`src/irq_arb_pkg.sv`:
```
// shared constants, types and helpers of the vectored interrupt arbiter
package irq_arb_pkg;
   localparam int SRC_NUM = 9;
   localparam logic [7:0] INTERRUPT_JAM_OPCODE_OPCODE = 8'h00;
   localparam logic [14:0] IRQ_ENTRY_PC = 15'h00FF;
   localparam logic [2:0] SEQ_CYCLES = 3'h7;
   localparam logic [7:0] LAST_IN_PAGE = 8'hFF;
   // register byte offsets
   localparam logic [11:0] OFS_CTRL = 12'h000;
   localparam logic [11:0] OFS_IRQ_EN = 12'h004;
   localparam logic [11:0] OFS_IRQ_PEND = 12'h008;
   localparam logic [11:0] OFS_WAKE_EN = 12'h00C;
   localparam logic [11:0] OFS_WAKE_PEND = 12'h010;
   localparam logic [11:0] OFS_STATUS = 12'h014;
   // control bit positions
   localparam int CTRL_GIE = 0;
   localparam int CTRL_PORTL_GROUP_IRQ_ENABLE = 1;
   localparam int CTRL_EXT_FALL = 2;
   // table slots, low byte of the entry is {3'b111, slot, 0}
   localparam logic [3:0] SLOT_TRAP = 4'hF;
   localparam logic [3:0] SLOT_PORTL = 4'h1;
   localparam logic [3:0] SLOT_DEFAULT = 4'h0;
   // source bit order: ext, idle, t1a, t1b, serial, t2a, t2b, t3a, t3b
   localparam logic [3:0] SLOT_MAP [SRC_NUM] = '{4'hD, 4'hC, 4'hB, 4'hA, 4'h9,
      4'h5, 4'h4, 4'h3, 4'h2};

   typedef enum logic [1:0] {
      SEQ_IDLE = 2'b01,
      SEQ_RUN = 2'b10
   } seq_state_t;

   typedef struct packed {
      logic instrStart;
      logic opcodeValid;
      logic [7:0] opcode;
      logic [14:0] pc;
      logic visExec;
      logic retiExec;
      logic clearTrapExec;
   } core_req_t;

   typedef struct packed {
      logic jam;
      logic [7:0] jamOpcode;
      logic push;
      logic [14:0] pushAddr;
      logic pcLoad;
      logic [14:0] pcValue;
      logic vecValid;
      logic [14:0] vecAddr;
   } seq_out_t;

   // highest ranked active source picks the slot; trap beats all
   function automatic logic [3:0] pick_slot(input logic trap, input logic [SRC_NUM-1:0] act,
                                            input logic portl);
      logic [3:0] pick;
      pick = portl ? SLOT_PORTL : SLOT_DEFAULT;
      for (int i = SRC_NUM - 1; i >= 0; i--) begin
         if (act[i]) begin
            pick = SLOT_MAP[i];
         end
      end
      if (trap) begin
         pick = SLOT_TRAP;
      end
      return pick;
   endfunction
endpackage

```
`src/vectored_interrupt_arbiter.sv`:
```
// vectored interrupt arbiter with apb register access
`timescale 1ns/1ps
`default_nettype none
module vectored_interrupt_arbiter
   import irq_arb_pkg::*;
(
   input wire logic clk_sys, // system clock, 50 MHz
   input wire logic resetn, // async reset, active low
   input wire logic psel, // apb select
   input wire logic penable, // apb access phase
   input wire logic pwrite, // apb direction
   input wire logic [11:0] paddr, // apb byte address
   input wire logic [31:0] pwdata, // apb write data
   output logic [31:0] prdata, // apb read data
   output logic pready, // apb ready
   output logic pslverr, // apb error on unmapped address
   input wire logic external_irq_pin, // asynchronous edge source
   input wire logic [SRC_NUM-2:0] srcEvent, // one-cycle events, idle timer to t3b
   input wire logic [7:0] portlEdge, // one-cycle port-l wake edges
   input wire core_req_t coreReq, // sequencer reports
   output seq_out_t seqOut // sequencer commands
);
   logic rstMeta, rstSyncN;
   logic [2:0] pinSync;
   logic extLevelReg, extLevelNext;
   logic [3:0] fillReg, fillNext;
   logic readyReg, readyNext, errReg, errNext;
   logic [31:0] rdataReg, rdataNext;
   logic gieReg, gieNext, lpenReg, lpenNext, fallReg, fallNext;
   logic [SRC_NUM-1:0] enReg, enNext, pendReg, pendNext, active;
   logic [7:0] wakeEnReg, wakeEnNext, wakePendReg, wakePendNext;
   logic trapReg, trapNext;
   seq_state_t stateReg, stateNext;
   logic [2:0] cntReg, cntNext;
   seq_out_t outReg, outNext;
   logic wr, mapped, extEvent, portlActive, anyActive;
   logic trapFetch, startIrq, startTrap;
   logic [3:0] slot;
   logic [6:0] page;

   // reset release through two flops
   always_ff @(posedge clk_sys or negedge resetn) begin
      if (!resetn) begin
         rstMeta <= 1'b0;
         rstSyncN <= 1'b0;
      end else begin
         rstMeta <= 1'b1;
         rstSyncN <= rstMeta;
      end
   end

   // arbitration terms
   always_comb begin
      active = enReg & pendReg;
      portlActive = lpenReg & (|(wakeEnReg & wakePendReg));
      anyActive = (|active) | portlActive;
      trapFetch = coreReq.opcodeValid && (coreReq.opcode == INTERRUPT_JAM_OPCODE_OPCODE);
      // maskable start held off by a pending trap
      startIrq = coreReq.instrStart && gieReg && anyActive && !trapReg && !trapFetch
                 && (stateReg == SEQ_IDLE);
      startTrap = trapFetch && (stateReg == SEQ_IDLE);
      slot = pick_slot(trapReg, active, portlActive);
      // an instruction at the last byte of a page (pc low byte FF) takes its table from the next page
      page = coreReq.pc[14:8] + 7'((coreReq.pc[7:0] == LAST_IN_PAGE));
   end

   // pin edge detector; the level is trusted only once the sync chain holds real
   // samples, so a pin that sits high through reset raises no false edge
   always_comb begin
      fillNext = {fillReg[2:0], 1'b1};
      extLevelNext = extLevelReg;
      if (!fillReg[3] || (pinSync[1] == pinSync[2])) begin
         extLevelNext = pinSync[2];
      end
      extEvent = fillReg[3] && (extLevelNext != extLevelReg) && (extLevelNext != fallReg);
   end

   // pin synchroniser and level register
   always_ff @(posedge clk_sys or negedge rstSyncN) begin
      if (!rstSyncN) begin
         pinSync <= 3'h0;
         fillReg <= 4'h0;
         extLevelReg <= 1'b0;
      end else begin
         pinSync <= {pinSync[1:0], external_irq_pin};
         fillReg <= fillNext;
         extLevelReg <= extLevelNext;
      end
   end

   // apb slave: one wait state, read data and error captured with ready
   always_comb begin
      wr = psel && penable && readyReg && pwrite;
      readyNext = psel && penable && !readyReg;
      mapped = 1'b1;
      rdataNext = 32'h0000_0000;
      case (paddr)
         OFS_CTRL: rdataNext = 32'({fallReg, lpenReg, gieReg});
         OFS_IRQ_EN: rdataNext = 32'(enReg);
         OFS_IRQ_PEND: rdataNext = 32'(pendReg);
         OFS_WAKE_EN: rdataNext = 32'(wakeEnReg);
         OFS_WAKE_PEND: rdataNext = 32'(wakePendReg);
         OFS_STATUS: rdataNext = 32'({slot, 2'b00, (stateReg == SEQ_RUN), trapReg});
         default: mapped = 1'b0;
      endcase
      if (!readyNext) begin
         rdataNext = rdataReg;
      end
      errNext = readyNext ? !mapped : errReg;
   end

   // apb response registers
   always_ff @(posedge clk_sys or negedge rstSyncN) begin
      if (!rstSyncN) begin
         readyReg <= 1'b0;
         errReg <= 1'b0;
         rdataReg <= 32'h0000_0000;
      end else begin
         readyReg <= readyNext;
         errReg <= errNext;
         rdataReg <= rdataNext;
      end
   end

   // software registers, pending bits and the global enable
   always_comb begin
      gieNext = gieReg;
      lpenNext = lpenReg;
      fallNext = fallReg;
      enNext = enReg;
      wakeEnNext = wakeEnReg;
      pendNext = pendReg;
      wakePendNext = wakePendReg;
      if (wr) begin
         case (paddr)
            OFS_CTRL: begin
               gieNext = pwdata[CTRL_GIE];
               lpenNext = pwdata[CTRL_PORTL_GROUP_IRQ_ENABLE];
               fallNext = pwdata[CTRL_EXT_FALL];
            end
            OFS_IRQ_EN: enNext = pwdata[SRC_NUM-1:0];
            OFS_IRQ_PEND: pendNext = pendReg & ~pwdata[SRC_NUM-1:0];
            OFS_WAKE_EN: wakeEnNext = pwdata[7:0];
            OFS_WAKE_PEND: wakePendNext = wakePendReg & ~pwdata[7:0];
            default: ;
         endcase
      end
      // events set after the clear so a same-cycle event survives
      pendNext = pendNext | {srcEvent, extEvent};
      wakePendNext = wakePendNext | portlEdge;
      if (coreReq.retiExec) begin
         gieNext = 1'b1;
      end
      if (startIrq) begin
         gieNext = 1'b0;
      end
   end

   // software visible state
   always_ff @(posedge clk_sys or negedge rstSyncN) begin
      if (!rstSyncN) begin
         gieReg <= 1'b0;
         lpenReg <= 1'b0;
         fallReg <= 1'b0;
         enReg <= '0;
         pendReg <= '0;
         wakeEnReg <= 8'h00;
         wakePendReg <= 8'h00;
      end else begin
         gieReg <= gieNext;
         lpenReg <= lpenNext;
         fallReg <= fallNext;
         enReg <= enNext;
         pendReg <= pendNext;
         wakeEnReg <= wakeEnNext;
         wakePendReg <= wakePendNext;
      end
   end

   // hidden trap flag; a fetch in the same cycle as the clear keeps it set
   always_comb begin
      trapNext = trapReg;
      if (coreReq.clearTrapExec) begin
         trapNext = 1'b0;
      end
      if (trapFetch) begin
         trapNext = 1'b1;
      end
   end

   // trap flag register, cleared by reset as well
   always_ff @(posedge clk_sys or negedge rstSyncN) begin
      if (!rstSyncN) begin
         trapReg <= 1'b0;
      end else begin
         trapReg <= trapNext;
      end
   end

   // entry sequencer and vector output
   always_comb begin
      stateNext = stateReg;
      cntNext = cntReg;
      outNext = outReg;
      outNext.jam = 1'b0;
      outNext.push = 1'b0;
      outNext.pcLoad = 1'b0;
      outNext.vecValid = 1'b0;
      outNext.jamOpcode = INTERRUPT_JAM_OPCODE_OPCODE;
      outNext.pcValue = IRQ_ENTRY_PC;
      case (stateReg)
         SEQ_IDLE: begin
            if (startIrq || startTrap) begin
               stateNext = SEQ_RUN;
               cntNext = 3'h0;
               outNext.jam = startIrq;
               outNext.push = 1'b1;
               outNext.pushAddr = coreReq.pc;
            end
         end
         SEQ_RUN: begin
            cntNext = cntReg + 3'h1;
            outNext.pcLoad = (cntReg == SEQ_CYCLES - 3'h2);
            if (cntReg == SEQ_CYCLES - 3'h1) begin
               stateNext = SEQ_IDLE;
            end
         end
         default: stateNext = SEQ_IDLE;
      endcase
      if (coreReq.visExec) begin
         outNext.vecValid = 1'b1;
         outNext.vecAddr = {page, 3'b111, slot, 1'b0};
      end
   end

   // sequencer registers; every command output leaves straight from here
   always_ff @(posedge clk_sys or negedge rstSyncN) begin
      if (!rstSyncN) begin
         stateReg <= SEQ_IDLE;
         cntReg <= 3'h0;
         outReg <= '0;
      end else begin
         stateReg <= stateNext;
         cntReg <= cntNext;
         outReg <= outNext;
      end
   end

   assign prdata = rdataReg;
   assign pready = readyReg;
   assign pslverr = errReg;
   assign seqOut = outReg;
endmodule
`default_nettype wire

```
`config.mk`:
```
export PLATFORM = sky130hd
export DESIGN_NAME = vectored_interrupt_arbiter
export DESIGN_NICKNAME = d
export VERILOG_FILES = /design/src/irq_arb_pkg.sv /design/src/vectored_interrupt_arbiter.sv
export SDC_FILE = /design/constraint.sdc
export NUM_CORES = 1
export LEC_CHECK = 0
export BUFFER_PORTS_ARGS = -buffer_cell sky130_fd_sc_hd__buf_4
export CAP_MARGIN = 40
export CORE_AREA = 2 2 107 109
export CTS_CLUSTER_SIZE = 8
export DETAILED_ROUTE_END_ITERATION = 12
export DIE_AREA = 0 0 109 111
export GPL_TIMING_DRIVEN = 0
export HOLD_SLACK_MARGIN = 0.06
export PLACE_DENSITY = 0.78
export SLEW_MARGIN = 10
export SYNTH_ARGS = -nofsm -noshare
export SYNTH_HDL_FRONTEND = slang
export SYNTH_SLANG_ARGS = --single-unit
```
`constraint.sdc`:
```
create_clock -name clk_sys -period 2.7 [get_ports clk_sys]
set_input_delay 0.54 -clock clk_sys [delete_from_list [all_inputs] [get_ports clk_sys]]
set_output_delay 0.54 -clock clk_sys [all_outputs]
set_load 0.005 [all_outputs]
```
# Word level (Yosys, flattened, before mapping)
# Index checks and enable logic that the tools add are counted.
# word_totals
register_bits,121
inputBits,94
output_inout_bits,91
elab_cells,123
# classes
addsub,2
n_eq_ne,15
n_mux,35
bitwise_logic,10
reduce_logical,36
# op_table
operator,count
one-hot mux 9 bit (6 select lines),1
2-to-1 mux 16 bit,3
2-to-1 mux 4 bit,9
equality test 12 x 4 -> 1 bit (second input constant),2
equality test 12 x 5 -> 1 bit (second input constant),2
AND 9 bit,2
2-to-1 mux 9 bit,2
AND 8 bit,2
2-to-1 mux 8 bit,2
AND reduction 2 bit,7
logical AND 1 bit,13
equality test 12 x 3 -> 1 bit (second input constant),1
zero test 12 bit,1
2-to-1 mux 1 bit,12
inverter 9 bit,1
bitwise OR 9 bit,1
OR reduction 9 bit,1
equality test 8 bit (second input constant),1
zero test 8 bit,1
inverter 8 bit,1
bitwise OR 8 bit,1
OR reduction 8 bit,1
adder 7 x 1 -> 7 bit,1
equality test 3 bit (second input constant),2
other kinds (17),28

# Longest topological paths before layout
# depth
word_depth,15
mapped_depth,8
mapped_depth_nobuf,8

# Least setup slack after synthesis
# No wires, ideal clock.
# synth_path
path_kind,input port to flip-flop
start,in paddr[9]
end,reg enReg[6]
setup_ns,0.125
t_arrival_ns,1.844
t_required_ns,2.575
path_slack_ns,0.731
cell_stages,5
path_buffers,1
cell_sequence,nor4_4 > nand2_1 > nor3_2 > buf_2 > mux2_2
# synth_between
elab_chain_len,2
# synth_lines
item,line,rtl
from (decl),vectored_interrupt_arbiter.sv:12,"input wire logic [11:0] paddr,"
equality test 12 x 3 -> 1 bit,vectored_interrupt_arbiter.sv:135,case (paddr)
AND reduction 2 bit (no source line),--,
to (signal assigned),vectored_interrupt_arbiter.sv:173,enReg <= enNext;
to (decl),vectored_interrupt_arbiter.sv:30,"logic [SRC_NUM-1:0] enReg, enNext, pendReg, pendNext, active;"
# No other way between the ends.
# A chain may end at the register's enable or synchronous reset.

# Worst setup path in the final report
# layout_path
start,reg pendReg[4]
end,"reg outReg, in the netlist seqOut[35]"
# layout_between
elab_chain_len,9
# layout_lines
item,line,rtl
from (decl),vectored_interrupt_arbiter.sv:30,
from (signal assigned),vectored_interrupt_arbiter.sv:174,pendReg <= pendNext;
AND 9 bit,vectored_interrupt_arbiter.sv:54,active = enReg & pendReg;
OR reduction 9 bit,vectored_interrupt_arbiter.sv:56,anyActive = (|active) | portlActive;
bitwise OR 1 bit,vectored_interrupt_arbiter.sv:56,
logical AND 1 bit (3 in a row),vectored_interrupt_arbiter.sv:59,startIrq = coreReq.instrStart && gieReg && anyActive && !trapReg && !trapFetch
logical AND 1 bit,vectored_interrupt_arbiter.sv:60,&& (stateReg == SEQ_IDLE);
logical OR 1 bit,vectored_interrupt_arbiter.sv:213,if (startIrq || startTrap) begin
AND reduction 2 bit (no source line),--,
to (signal assigned),vectored_interrupt_arbiter.sv:245,outReg <= outNext;
to (decl),vectored_interrupt_arbiter.sv:35,"seq_out_t outReg, outNext;"
# No other way between the ends.

==> qor.txt <==
Layout Cells excl Fill - 747
CTS tree - built
status - finished, final reports clean
ys async rst share - 1.00
Hold Violations, Final - 0
antenna viol nets, final - 0
ys flop type - dfrtp_1
die area - 12100 um2
Top-Level Pins - 185
CTS sink count - 95
Final Routed Wirelength - 11.6 mm
GRT Util Overall - 0.201
Die X - 109 um
Ys Warns - 0
Setup crit start - pendReg[4]$_DFF_PN0_
dpl hpwl - 9.15 mm
H-tree Lvls - 3
actual slew at the worst max-slew pin - 0.694 ns
vias - 3723
sequential power share - 0.451
Hold Crit Start - external_irq_pin
achievable frequency - 460 MHz
starting DRC count in detailed routing - 259
Levels on crit path - 6
vias in the first global route - 3577
fin crit share - 0.806
worst setup path end - seqOut[35]$_DFFE_PN0P_
critical path, cell by cell - a222oi_1 -> nand4_1 -> o21ai_1 -> o21ai_2 -> buf_6 -> mux2_4
share of cells above drive strength 1 - 0.399
Post-Place Cells - 730
critical path data required time - 2.92 ns
Core Box Area - 11100 um2
Pleak - 2.95 nW
post-synthesis register bit count - 95
total CTS buffers - 9
ANT cells - 0
CTS Root Cell - clkbuf_16
Port Buffer Count - 120
Final Setup Violations - 0
largest family of logic cells by synthesized area - simple AND/OR/NAND/NOR gates
CP arrival - 2.40 ns
Post-Synth XOR/XNOR Area - 0.0112
crit path max fanout - 10
Initial DRT Pass Iterations - 7
Setup TNS - 0 ns
postcts setup bufs - 0
Residual DRC - 0
reg-to-reg endpoint - seqOut[35]$_DFFE_PN0P_
worst hold-check path type - primary input to flop
overall power - 3.86 mW
Max Slew Vio Count - 0
WS Path Type - flop to flop
clock skew - 0.00857 ns
cell area after synthesis - 4690 um2
Post-Synth Simple-Gate Area - 0.129
post-synthesis sequential area ratio - 0.507
GPL Wtd Cong - 0.902
Worst Setup Start Kind - flop
reg2reg path depth - 6
pre-CTS WS - 0.177 ns
num rows - 39
Crit path max-delay family - compound AO/OA/AOI/OAI gates
Die Ht - 111 um
Final Cell Area - 6240 um2
gr ovfl total - 0
post-synthesis compound-gate area fraction - 0.122
Worst slew margin - 0.535
area grow syn2layout - 33.1%
clock power share - 0.312
Yosys cell types - 55
final critical-path required period - 2.18 ns
Synth Instances - 427
initial antenna violation count - 0
Max VDD drop - 313 uV
Adder-Cell Fraction of Synth Area - 0.0133
syn_area_per_cell - 11.0 um2
Final WS setup - 0.524 ns
cell area after placement - 5950 um2
RR Startpoint - pendReg[4]$_DFF_PN0_
first-pass GRT wire length - 18.8 mm
P_int - 2.87 mW
routed vias/inst - 4.98
largest net degree at the start of global routing - 52
RSZ-0062 raised after global routing - false
Net Sw Power - 0.992 mW
multiplexer share of the synthesized area - 0.117
Core Util, Final - 0.564
Worst Setup End Kind - flop
r2r setup slk - 0.52 ns
layout net count - 698
hold_ws - 0.307 ns
clk buf depth - 2
Clock transition at path regs - 0.06 ns
switching fraction of total power - 0.257
WL per Instance - 15.6 um
Initial Utilization - 0.424
Pwr Density - 618 nW/um2
Post-synth EDFFs - 0
critical path's largest stage delay - 0.54 ns
Comb power frac - 0.237
Buf/Inv on CP - 1
Max Cap Viol - 0
Worst-Skew Late Latency - 0.34 ns
slowest CP cell - a222oi_1
## layout by cell type (no fill, tap or decap), types with 3 or more instances in the layout
master     count
nor3_2         4
a21oi_1       13
clkbuf_16      9
and3_1         3
or2_2          3
nor3_1         9
o22ai_1        5
buf_4        169
inv_1         10
nor2_1        19
nor2b_1        4
o21ai_0       16
nand4_1        7
mux2_4        14
nand2b_1       3
clkbuf_1       4
xnor2_1        3
conb_1        41
xor2_1         3
a221oi_1       3
ha_1           5
mux2i_1       10
mux2_2        21
nand3_1        5
a21o_1        16
buf_2          4
dfrtp_1       93
a211oi_1       4
nand2_1       51
a22oi_1       12
## what timing repair did
| action | in CTS | in global routing |
|---|---|---|
| hold endpoints to repair | 2 | 0 |
| hold buffers | 1 | 0 |
| resized for setup | 0 | 0 |
## Yosys cell counts (3+ instances only)
master	number	area (um2)
a211oi_1	4	30.0
a22oi_1	12	90.1
buf_4	49	368
nand2_1	51	191
nor2_1	19	71.3
a21o_1	16	120
mux2_4	14	210
ha_1	5	62.6
xor2_1	3	26.3
xnor2_1	3	26.3
o22ai_1	5	31.3
nor2b_1	4	25.0
o21ai_0	16	80.1
a21oi_1	13	65.1
nand2b_1	3	18.8
a221oi_1	3	26.3
mux2i_1	10	100
nor3_2	4	40.0
nand3_1	5	25.0
and3_1	3	18.8
dfrtp_1	94	2350
clkbuf_1	3	11.3
mux2_2	21	236
or2_2	3	18.8
nor3_1	9	45.0
inv_1	10	37.5
buf_2	4	20.0
nand4_1	7	43.8
## cell type report
class | instances | area [um2]
repair buffers | 122 | 938
inverters | 10 | 37.5
well taps | 143 | 179
multi-input cells | 301 | 1990
plain buffers | 60 | 429
fillers | 978 | 4830
flip-flops and latches | 95 | 2380
clock buffers | 12 | 256
clock inverters | 4 | 27.5
## power groups by stage
stage	clock, mW	combinational (mW)	sequential [mW]
2_1_floorplan	0	0.496	1.76
3_5_place_dp	0	0.917	1.77
6_report	1.20	0.914	1.74
4_1_cts	1.22	0.923	1.74
5_1_grt	1.30	0.999	1.76
3_3_place_gp	0	0.872	1.77
## sequential cells by signal, summed over array words and instances (netlist names), 2 cells and up
register / cells
wakePendReg: 8
cntReg: 3
pendReg: 9
fillReg: 4
stateReg: 2
wakeEnReg: 8
prdata: 9
seqOut: 31
enReg: 9
pinSync: 3
## cell families after synthesis
family                   Yosys count
buffers and inverters             70
flip-flops                        95
multiplexers                      45
XOR/XNOR                           6
adder cells (fa/ha/maj)            5
other                              2
AND/OR/NAND/NOR                  119
AO/OA/AOI/OAI                     85
## per-layer routing
metal	track usage	share of wire	up-vias
met1	0.268	0.42	1805
met4	0.0667	0.022	0
met3	0.0329	0.059	20
met5	0	0	-
met2	0.330	0.50	136
li1	-	-	1762
## worst min path at each step
stage	cells past startpoint	to	slack [ns]
finish	1	pinSync[0]$_DFF_PN0_	0.31
global route	1	pinSync[0]$_DFF_PN0_	0.30
CTS	1	pinSync[0]$_DFF_PN0_	0.30
detailed placement	1	rstMeta$_DFF_PN0_	0.33
global placement	1	rstMeta$_DFF_PN0_	0.32
floorplan	0	rstMeta$_DFF_PN0_	0.24
Power figures use the tool's default switching activity.
